===== src/cqr_pkg.sv =====
// cqr_pkg: constants for the capability query responder
// assumes: included first in compile order; no other dependencies
package cqr_pkg;
    // ---------------------------------------------------------------
    // command and response codes
    // ---------------------------------------------------------------
    localparam logic [7:0] CQR_CMD_GET_CAPS = 8'h16;
    localparam logic [7:0] CQR_RSP_GET_CAPS = 8'h96;
    localparam logic [7:0] CQR_CMD_GET_VER = 8'h15;
    localparam logic [7:0] CQR_RSP_GET_VER = 8'h95;
    localparam logic [15:0] CQR_RSP_COMPLETED = 16'h0000;
    localparam logic [15:0] CQR_RSP_UNAVAIL = 16'h0002;
    localparam logic [15:0] CQR_REASON_NONE = 16'h0000;
    localparam logic [15:0] CQR_REASON_BUSY = 16'h0005;
    localparam logic [31:0] CQR_MFR_UNUSED = 32'hffffffff;
    // ---------------------------------------------------------------
    // capability flag bit positions
    // ---------------------------------------------------------------
    localparam int CQR_FLG_HW_ARB = 0;
    localparam int CQR_FLG_DRV_STAT = 1;
    localparam int CQR_FLG_FC_TX = 2;
    localparam int CQR_FLG_FC_RX = 3;
    localparam int CQR_FLG_ALL_MC = 4;
    localparam int CQR_FLG_ARB_LO = 5;
    localparam int CQR_FLG_THERM = 7;
    localparam int CQR_FLG_DELAY = 8;
    localparam logic [1:0] CQR_ARB_RESERVED = 2'h3;
    localparam logic [1:0] CQR_ARB_UNKNOWN = 2'h0;
    // ---------------------------------------------------------------
    // response layout: payload words after the 16-byte header
    // ---------------------------------------------------------------
    localparam int CQR_CAPS_WORDS = 8;
    localparam int CQR_VER_TAIL_WORDS = 2;
    localparam logic [2:0] CQR_VLAN_MODE_MASK = 3'h7;
    localparam int CQR_MAX_ADDR_FILTERS = 8;
    localparam int CQR_MAX_VLAN_FILTERS = 15;
    // ---------------------------------------------------------------
    // emitter states
    // ---------------------------------------------------------------
    typedef enum logic [1:0] {
        CQR_IDLE = 2'b00,
        CQR_EMIT = 2'b01,
        CQR_LAST = 2'b10
    } cqr_state_type;
endpackage


===== src/cqr_word_if.sv =====
// cqr_word_if: response word stream between the responder and its emitter
// assumes: one clock domain; producer holds data until accepted
`timescale 1ns/1ps
`default_nettype none
interface cqr_word_if;
    logic load;
    logic [31:0] words [0:7];
    logic [3:0] count;
    logic busy;
    logic valid;
    logic [31:0] data;
    logic last;
    modport src (output load, output words, output count, input busy, input valid, input data, input last);
    modport emit (input load, input words, input count, output busy, output valid, output data, output last);
endinterface
`default_nettype wire


===== src/cqr_top.sv =====
// cqr_top: decodes capability and version-tail queries, answers in words
// assumes: header, checksum and framing are handled by neighbouring logic;
// a command arrives as a one-cycle strobe with its type code
`timescale 1ns/1ps
`default_nettype none
module cqr_top
    import cqr_pkg::*;
#(
    parameter int BUF_BYTES = 0,
    parameter int CHANNELS = 1
) (
    // clock and reset
    input wire logic i_clk,
    input wire logic i_arst_n,
    // command strobe from the packet parser
    input wire logic i_cmd_valid,
    input wire logic [7:0] i_cmd_type,
    input wire logic i_cmd_error,
    // capability straps
    input wire logic i_hw_arb_cap,
    input wire logic i_drv_status_cap,
    input wire logic i_fc_to_mc_cap,
    input wire logic i_fc_from_mc_cap,
    input wire logic i_all_mc_cap,
    input wire logic i_global_mc_cmd_cap,
    input wire logic [1:0] i_hw_arb_status,
    input wire logic i_thermal_cap,
    input wire logic i_delayed_rsp_cap,
    input wire logic [31:0] i_bcast_filter_cap,
    input wire logic [31:0] i_mcast_filter_cap,
    input wire logic [31:0] i_async_event_notice_cap,
    input wire logic [7:0] i_vlan_filters,
    input wire logic [7:0] i_mixed_filters,
    input wire logic [7:0] i_mcast_filters,
    input wire logic [7:0] i_ucast_filters,
    input wire logic [2:0] i_vlan_modes,
    // version-tail enterprise number
    input wire logic i_mfr_id_used,
    input wire logic [31:0] i_mfr_id,
    // response word stream
    output logic o_rsp_valid,
    output logic [31:0] o_rsp_data,
    output logic o_rsp_last,
    output logic [7:0] o_rsp_type,
    output logic o_cmd_dropped
);
    localparam logic [31:0] BUF_BYTES_W = 32'(BUF_BYTES);
    localparam logic [7:0] CHANNELS_W = 8'(CHANNELS);

    cqr_word_if wif ();

    logic [31:0] flags;
    logic [1:0] arb_status;
    logic [31:0] caps_words [0:7];
    logic [31:0] ver_words [0:7];
    logic is_caps, is_ver, accept;
    logic rsp_valid_q, rsp_valid_d;
    logic [31:0] rsp_data_q, rsp_data_d;
    logic rsp_last_q, rsp_last_d;
    logic [7:0] rsp_type_q, rsp_type_d;
    logic [7:0] pend_type_q, pend_type_d;
    logic dropped_q, dropped_d;

    // ---------------------------------------------------------------
    // command decode
    // ---------------------------------------------------------------
    // an erroneous request gets no answer here; the parser sends the error reply
    assign is_caps = i_cmd_valid && !i_cmd_error && (i_cmd_type == CQR_CMD_GET_CAPS);
    // is the controller's framing; only the type code is consulted here
    assign is_ver = i_cmd_valid && !i_cmd_error && (i_cmd_type == CQR_CMD_GET_VER);
    assign accept = (is_caps || is_ver) && !wif.busy;

    // ---------------------------------------------------------------
    // capability flag word
    // ---------------------------------------------------------------
    // reserved arbitration code is never reported; fall back to unknown
    assign arb_status = (i_hw_arb_status == CQR_ARB_RESERVED) ? CQR_ARB_UNKNOWN : i_hw_arb_status;

    always_comb begin
        flags = 32'h00000000;
        flags[CQR_FLG_HW_ARB] = i_hw_arb_cap;
        flags[CQR_FLG_DRV_STAT] = i_drv_status_cap;
        flags[CQR_FLG_FC_TX] = i_fc_to_mc_cap;
        flags[CQR_FLG_FC_RX] = i_fc_from_mc_cap;
        // both halves must hold, else the bit is meaningless to the controller
        flags[CQR_FLG_ALL_MC] = i_all_mc_cap && i_global_mc_cmd_cap;
        flags[CQR_FLG_ARB_LO +: 2] = arb_status;
        flags[CQR_FLG_THERM] = i_thermal_cap;
        flags[CQR_FLG_DELAY] = i_delayed_rsp_cap;
    end

    // ---------------------------------------------------------------
    // payload assembly, word 0 is response and reason codes
    // ---------------------------------------------------------------
    always_comb begin
        caps_words[0] = {CQR_RSP_COMPLETED, CQR_REASON_NONE};
        caps_words[1] = flags;
        caps_words[2] = i_bcast_filter_cap;
        caps_words[3] = i_mcast_filter_cap;
        // zero parameter already means unspecified size
        caps_words[4] = BUF_BYTES_W;
        caps_words[5] = i_async_event_notice_cap;
        caps_words[6] = {i_vlan_filters, i_mixed_filters, i_mcast_filters, i_ucast_filters};
        caps_words[7] = {16'h0000, 5'h00, i_vlan_modes & CQR_VLAN_MODE_MASK, CHANNELS_W};
    end

    // version response tail: codes then enterprise number only
    always_comb begin
        for (int i = 0; i < 8; i++) begin
            ver_words[i] = 32'h00000000;
        end
        ver_words[0] = {CQR_RSP_COMPLETED, CQR_REASON_NONE};
        ver_words[1] = i_mfr_id_used ? i_mfr_id : CQR_MFR_UNUSED;
    end

    // ---------------------------------------------------------------
    // hand payload to the emitter
    // ---------------------------------------------------------------
    assign wif.load = accept;
    // chosen word by word; a whole-array select is not taken by every tool
    for (genvar k = 0; k < 8; k++) begin : g_words
        assign wif.words[k] = is_caps ? caps_words[k] : ver_words[k];
    end
    assign wif.count = is_caps ? 4'(CQR_CAPS_WORDS) : 4'(CQR_VER_TAIL_WORDS);

    cqr_emitter u_emit (
        .i_clk(i_clk),
        .i_arst_n(i_arst_n),
        .bus(wif)
    );

    // ---------------------------------------------------------------
    // output staging: registered copy of the emitter stream
    // ---------------------------------------------------------------
    always_comb begin
        pend_type_d = pend_type_q;
        if (accept) begin
            pend_type_d = is_caps ? CQR_RSP_GET_CAPS : CQR_RSP_GET_VER;
        end
        rsp_valid_d = wif.valid;
        rsp_data_d = wif.valid ? wif.data : 32'h00000000;
        rsp_last_d = wif.last;
        rsp_type_d = wif.valid ? pend_type_q : 8'h00;
        // a request while a reply is still going out is lost; flag it for one cycle
        dropped_d = (is_caps || is_ver) && wif.busy;
    end

    always_ff @(posedge i_clk or negedge i_arst_n) begin
        if (!i_arst_n) begin
            rsp_valid_q <= 1'b0;
            rsp_data_q <= 32'h00000000;
            rsp_last_q <= 1'b0;
            rsp_type_q <= 8'h00;
            pend_type_q <= 8'h00;
            dropped_q <= 1'b0;
        end else begin
            rsp_valid_q <= rsp_valid_d;
            rsp_data_q <= rsp_data_d;
            rsp_last_q <= rsp_last_d;
            rsp_type_q <= rsp_type_d;
            pend_type_q <= pend_type_d;
            dropped_q <= dropped_d;
        end
    end

    assign o_rsp_valid = rsp_valid_q;
    assign o_rsp_data = rsp_data_q;
    assign o_rsp_last = rsp_last_q;
    assign o_rsp_type = rsp_type_q;
    assign o_cmd_dropped = dropped_q;
endmodule
`default_nettype wire


===== src/cqr_emitter.sv =====
// cqr_emitter: serialises a latched response payload one word per clock
// assumes: load is raised only while busy is low
`timescale 1ns/1ps
`default_nettype none
module cqr_emitter
    import cqr_pkg::*;
(
    // clock and reset
    input wire logic i_clk,
    input wire logic i_arst_n,
    // word stream
    cqr_word_if.emit bus
);
    cqr_state_type state_q, state_d;
    logic [31:0] buf_q [0:7];
    logic [31:0] buf_d [0:7];
    logic [3:0] idx_q, idx_d;
    logic [3:0] cnt_q, cnt_d;

    // ---------------------------------------------------------------
    // next state: latch whole payload so inputs may change mid-packet
    // ---------------------------------------------------------------
    always_comb begin
        state_d = state_q;
        buf_d = buf_q;
        idx_d = idx_q;
        cnt_d = cnt_q;
        case (state_q)
            CQR_IDLE: begin
                if (bus.load) begin
                    buf_d = bus.words;
                    cnt_d = bus.count;
                    idx_d = 4'h0;
                    state_d = (bus.count == 4'h1) ? CQR_LAST : CQR_EMIT;
                end
            end
            CQR_EMIT: begin
                idx_d = idx_q + 4'h1;
                if (idx_q + 4'h2 == cnt_q) begin
                    state_d = CQR_LAST;
                end
            end
            CQR_LAST: begin
                state_d = CQR_IDLE;
            end
            default: begin
                state_d = CQR_IDLE;
            end
        endcase
    end

    // ---------------------------------------------------------------
    // registers
    // ---------------------------------------------------------------
    always_ff @(posedge i_clk or negedge i_arst_n) begin
        if (!i_arst_n) begin
            state_q <= CQR_IDLE;
            idx_q <= 4'h0;
            cnt_q <= 4'h0;
            for (int i = 0; i < 8; i++) begin
                buf_q[i] <= 32'h00000000;
            end
        end else begin
            state_q <= state_d;
            idx_q <= idx_d;
            cnt_q <= cnt_d;
            buf_q <= buf_d;
        end
    end

    // outputs read straight from state and buffer
    assign bus.busy = (state_q != CQR_IDLE);
    assign bus.valid = (state_q != CQR_IDLE);
    assign bus.data = buf_q[idx_q[2:0]];
    assign bus.last = (state_q == CQR_LAST);
endmodule
`default_nettype wire


===== config.mk =====
export PLATFORM = sky130hd
export DESIGN_NAME = cqr_top
export DESIGN_NICKNAME = d
export VERILOG_FILES = /design/src/cqr_pkg.sv /design/src/cqr_word_if.sv /design/src/cqr_top.sv /design/src/cqr_emitter.sv
export SDC_FILE = /design/constraint.sdc
export NUM_CORES = 1
export LEC_CHECK = 0
export BUFFER_PORTS_ARGS = -buffer_cell sky130_fd_sc_hd__buf_4
export CORE_MARGIN = 4
export CORE_UTILIZATION = 50
export CTS_CLUSTER_DIAMETER = 200
export DETAILED_ROUTE_END_ITERATION = 16
export GPL_TIMING_DRIVEN = 0
export PLACE_DENSITY_LB_ADDON = 0.08
export REMOVE_ABC_BUFFERS = 1
export SYNTH_ARGS = -nofsm -noshare
export SYNTH_HDL_FRONTEND = slang
export SYNTH_SLANG_ARGS = --single-unit

===== constraint.sdc =====
create_clock -name i_clk -period 2.77 [get_ports i_clk]
set_clock_uncertainty 0.15 [all_clocks]
set_input_delay 0.1385 -clock i_clk [delete_from_list [all_inputs] [get_ports i_clk]]
set_output_delay 0.1385 -clock i_clk [all_outputs]
set_load 0.02 [all_outputs]

---- Word level (Yosys, flattened, before mapping) ----
Cells that the tools add are included.
W data, S select, Z words.
cells by class
  multiplexer cells ....................... 21
  bitwise operators ....................... 1
  order comparisons ....................... 1
  reduce and logical (&&, ||, !) cells .... 15
  $add $sub $neg .......................... 2
  equality and inequality tests ........... 9
operators by type and width
  cell                   number
  $mux W32               9
  $bmux W32 S3           1
  $eq A8 B5 Y1 const B   2
  $mux W11               1
  $mux W2                5
  $mux W4                2
  $mux W8                1
  $pmux W4 S2            1
  $logic_and A1 B1 Y1    6
  $reduce_and A2 Y1      3
  $add A4 B1 Y4 const B  1
  $add A4 B2 Y4 const B  1
  $eq A2 B2 Y1 const B   2
  $eq A4 B1 Y1 const B   1
  $eq A4 B4 Y1           1
  $ge A4 B4 Y1 const B   1
  $not A3 Y4             1
  $pmux W2 S2            1
  $reduce_bool A2 Y1     2
  $eq A2 B1 Y1 const B   1
  $logic_not A1 Y1       2
  $logic_not A2 Y1       1
  $ne A2 B1 Y1 const B   1
  $ne A2 B2 Y1 const B   1
  $logic_or A1 B1 Y1     1
storage, ports and cells
  output and inout port bits .............. 43
  word-level logic and storage cells ...... 64
  bits in registers ....................... 253
  bits of input ports ..................... 186

---- Logic depth before layout (Yosys ltp) ----
  depth after elaboration ................. 8
  mapped depth ............................ 7
  depth with buffers taken out ............ 4

---- Hierarchy ----
Synthesis repeated with hierarchy kept, for this count alone.
second synthesis, totals
  cell total of the unflattened synthesis .. 1021
  area total of the unflattened synthesis .. 14828.0 um^2
modules (own cells, without submodules)
  module       times used  sequential area each (um^2)  cells each  area an instance (um^2)
  cqr_emitter  1           6656.4                       698         12067.8
  cqr_top      1           1026.0                       323         2760.1

---- Worst setup path after synthesis ----
OpenSTA, ideal clock, no wires.
  path kind ............................... input-to-reg
  from .................................... input i_cmd_type[5]
  to ...................................... register u_emit.buf_q[10] (netlist name)
  setup time .............................. 0.121 ns
  stages .................................. 7
  setup slack ............................. 0.587 ns
  arrival ................................. 1.912 ns
  cells stage by stage .................... or4b_1 -> clkbuf_1 -> or4_1 -> buf_2 -> buf_6 -> buf_6 -> a22o_1
between the ends
  cells in the longest elaborated chain, start to end .. 5
ends and longest elaborated chain
  item                                    line                          source
  start: declaration                      cqr_top.sv:17                 input wire logic [7:0] i_cmd_type,
  $eq A8 B5 Y1 (on tied branches)         cqr_top.sv:68, cqr_top.sv:70
  $logic_and A1 B1 Y1 (on tied branches)  cqr_top.sv:68, cqr_top.sv:70
  $logic_or A1 B1 Y1                      cqr_top.sv:71                 assign accept = (is_caps || is_ver) && !wif.busy;
  $logic_and A1 B1 Y1                     cqr_top.sv:71
  $reduce_and A2 Y1 (no source line)      n/a
  end signal: assignment                  cqr_emitter.sv:67             buf_q <= buf_d;
  end: declaration                        cqr_emitter.sv:15             logic [31:0] buf_q [0:7];
Several ways; a longest one is shown, not always the timed one.
A chain may end at the register's enable or synchronous reset.

---- Final worst setup path ----
  from .................................... register u_emit.state_q[0]
  to ...................................... register u_emit.buf_q[82] (netlist name)
between the ends
  cells in the longest elaborated chain, start to end .. 4
ends and longest elaborated chain
  item                                  line               source
  start: declaration                    cqr_emitter.sv:14  cqr_state_type state_q, state_d;
  start signal: assignment              cqr_emitter.sv:64  state_q <= state_d;
  $reduce_bool A2 Y1                    cqr_emitter.sv:72  assign bus.busy = (state_q != CQR_IDLE);
  $logic_not A1 Y1                      cqr_top.sv:71
  $logic_and A1 B1 Y1                   cqr_top.sv:71
  $reduce_and A2 Y1 (no source line) *  n/a
Mark *: on every way between the ends. The rest lies on a longest branch, timed or not.

==> results.md <==
- Register area share after synthesis: 57.9%
- RSZ-0062 raised after global routing: no
- Post-place setup slack: -0.668 ns
- Final WS setup: 0.0984 ns
- Post-synth EDFFs: 0
- Fin util: 76.5%
- Grt total ovfl: 0
- Yosys reg bits: 210
- Syn Inst Count: 733
- Vias post-DR: 7782
- Status: completed
- DRC violations left: 0
- Top_reg_cell synth: dfrtp_1
- Initial core utilization: 51.7%
- Post-synthesis area per instance: 12.4 um2
- Synth top area share: 57.9%
- P_sw: 2.34 mW
- Placer congestion estimate: 0.802
- Total power: 7.96 mW
- Clock Sink Count: 210
- Fmax achieved: 374 MHz
- Net Sw Frac: 29.4%
- Fillers: 1114
- Internal Power: 5.62 mW
- Fin crit period: 2.67 ns
- Num rows: 48
- Slew at the pin with the worst max-slew slack: 1.34 ns
- Mux cell area share after synthesis: 4.91%
- Vias per cell: 5.80
- Die width: 143 um
- # port buffers: 225
- Max-slew violations: 0
- DR WL/cell: 21.2 um
- Area of the core: 0.0175 mm2
- Top post-synthesis cells by area: dfrtp_1 58%, a22o_1 13%, nor2b_1 4.3%, mux2_2 3.5%, a21oi_1 3.1%
- Final nets: 1288
- CTS Buf Count: 23
- Clk pwr share: 36.2%
- All-Layer GR Usage: 27.8%
- Hold WC Path Type: in -> reg
- First-pass GRT wire length: 45.0 mm
- Initial antenna violation count: 1
- Clock transition at the registers of the reported paths: 0.06 ns
- Simple-Gate Fraction of Synth Area: 8.41%
- Vias in the first global route: 8497
- Rel. slew slack: 9.78%
- Detailed Routing Iterations Pass 1: 5
- Largest family of logic cells by synthesized area: compound AO/OA/AOI/OAI gates
- HPWL reported at the end of detailed placement: 15.6 mm
- H-tree depth: 1
- Critical Path RT: 3.02 ns
- Die Ht: 143 um
- Maximum number of pins on one net before global-route repair: 108
- CP Capture Type: register
- Syn Std Cell Area: 0.00907 mm2
- Cell accounting for the most synthesized area: dfrtp_1
- Routed Antenna Nets: 0
- XOR/XNOR Fraction of Synth Area: 0.648%
- Longest Clk Path Bufs: 3
- Yosys warning total: 0
- Leak: 6.44 nW
- Post-synthesis compound-gate area fraction: 22.6%
- Setup TNS: 0 ns
- Max Cap Viol: 0
- Sequential power share: 44.1%
- Syn-to-layout area delta: 47.9%
- Die ar.: 0.0204 mm2
- Critical path fanouts, max: 64
- Final Hold Vio Count: 0
- Crit path DAT: 2.92 ns
- Setup Viol. Count Final: 0
- Combinational power share: 19.7%
- Iter 0 DRT Violations: 625
- Synth cell types: 37
- Startpoint type of the worst setup path: register
- Fin crit share: 96.4%
- PwrDens: 593 mW/mm2
- Clock tree from TritonCTS: built
- Worst skew pair latency: 0.51 ns
- Critical setup path kind: reg -> reg
- Maximum vdd drop: 0.633 mV
- DRT Wirelength: 28.4 mm
- Synth async-reset ratio: 100%
- # IOs: 229
- Layout cell share with drive strength beyond 1: 28.6%
- Post-Synth Adder-Cell Area: 0.276%
- Clock Root Buffer: clkbuf_16
[metrics by stage]
stage               instance area (um2)  std cells  hold slack, ns
detailed placement                10900       1119          0.0947
finish                            13400       1341          0.0172
global placement                  10600       1105           0.207
CTS                               13400       1340          0.0283
floorplan                          8650        655          -0.307
global route                      13400       1341          0.0468
[layer usage]
layer	vias to the layer above	part of all wire (%)	track usage [%]
li1	3506	-	-
met1	3889	41	37.0
met2	326	50	47.1
met3	61	6.9	4.79
met4	0	2.8	8.10
met5	-	0	0
[sequential cells by signal, indices dropped and copies added (netlist names)]
register and cells:
o_rsp_last 1, u_emit.idx_q 4, o_cmd_dropped 1, o_rsp_type 3, o_rsp_valid 1, u_emit.buf_q 163, o_rsp_data 32, pend_type_q 3
u_emit.state_q 2
[path summary, 6_finish.rpt]
kind	from	endpoint	slack [ns]	cells after the start
min reg2reg	pend_type_q[4]	pend_type_q[4]	0.31	1
min	i_mfr_id_used	u_emit.buf_q[204]	0.02	3
max	u_emit.state_q[0]	u_emit.buf_q[82]	0.1	6
min in group asynchronous	i_arst_n	u_emit.buf_q[223]	0.10	2
max in group asynchronous	i_arst_n	u_emit.idx_q[2]	1.37	3
max reg2reg	u_emit.state_q[0]	u_emit.buf_q[82]	0.1	6
[layout make-up]
cell class              count  area (um2)  share of cell area, %
flip-flops and latches    210        5260                   39.2
repair buffers            417        3720                   27.7
multi-input cells         437        3400                   25.4
clock buffers              36         674                   5.03
well taps                 225         282                   2.10
inverters                  10        41.3                  0.308
clock inverters             4        27.5                  0.205
repair inverters            1        5.00                 0.0373
diodes                      1        2.50                 0.0187
[placed cells by master (no fill, tap or decap), types with 4 or more instances in the layout]
master / netlist / final
nor4_1: 31 / 31
nand2_1: 6 / 5
a22o_1: 131 / 131
clkbuf_16: 0 / 23
mux4_2: 4 / 4
buf_16: 0 / 4
inv_1: 10 / 9
buf_6: 13 / 6
nand2b_1: 6 / 6
a211oi_1: 28 / 28
o221ai_1: 9 / 9
buf_4: 5 / 227
a21oi_1: 56 / 56
clkbuf_1: 44 / 8
o21ai_0: 7 / 7
o41ai_1: 9 / 9
nor2b_1: 62 / 62
mux2_2: 28 / 28
clkbuf_8: 0 / 5
nand3_1: 4 / 4
dfrtp_1: 210 / 207
o2bb2ai_1: 23 / 23
mux2i_1: 4 / 4
dlygate4sd3_1: 0 / 175
[power by group through the flow]
stage / Combinational [mW] / Clock, mW / Sequential (mW)
after floorplan: 0.651 / 0 / 3.51
after global placement: 1.13 / 0 / 3.71
after detailed placement: 1.35 / 0 / 3.55
after CTS: 1.56 / 2.90 / 3.50
after global routing: 1.70 / 3.06 / 3.52
final: 1.57 / 2.88 / 3.51
[worst max-delay path: stages, from the launching register on]
cell and delay (ns):
dfrtp_1 0.43, nor2_4 0.18, buf_16 0.20, clkinvlp_4 0.28, or4_4 0.73, buf_16 0.25
a22o_1 0.28
[kinds of logic after synthesis]
kind of cell	after synthesis
xor gates and xnor gates	5
DFF	210
buffers and inverters	90
other	1
adders and majority gates	2
AOI/OAI and AO/OA	266
and+or+nand+nor	123
muxes	36
[cell usage after synthesis (4+ instances only)]
library cell,instances
dfrtp_1,210
a22o_1,131
nor2b_1,62
a21oi_1,56
clkbuf_1,44
nor4_1,31
a211oi_1,28
mux2_2,28
o2bb2ai_1,23
buf_6,13
buf_2,11
inv_1,10
o221ai_1,9
o41ai_1,9
buf_1,7
o21ai_0,7
nand2_1,6
nand2b_1,6
buf_4,5
mux2i_1,4
mux4_2,4
nand3_1,4
[repair_timing]
| action | CTS | global route |
|---|---|---|
| gates cloned | 3 | 0 |
| pin swaps | 3 | 0 |
| setup endpoints to repair | 195 | 14 |
| hold endpoints to repair | 266 | 0 |
| setup buffers | 3 | 0 |
| hold buffers | 175 | 0 |
| gates resized for setup | 4 | 1 |
Note: power is estimated with default switching activity, not from simulation.
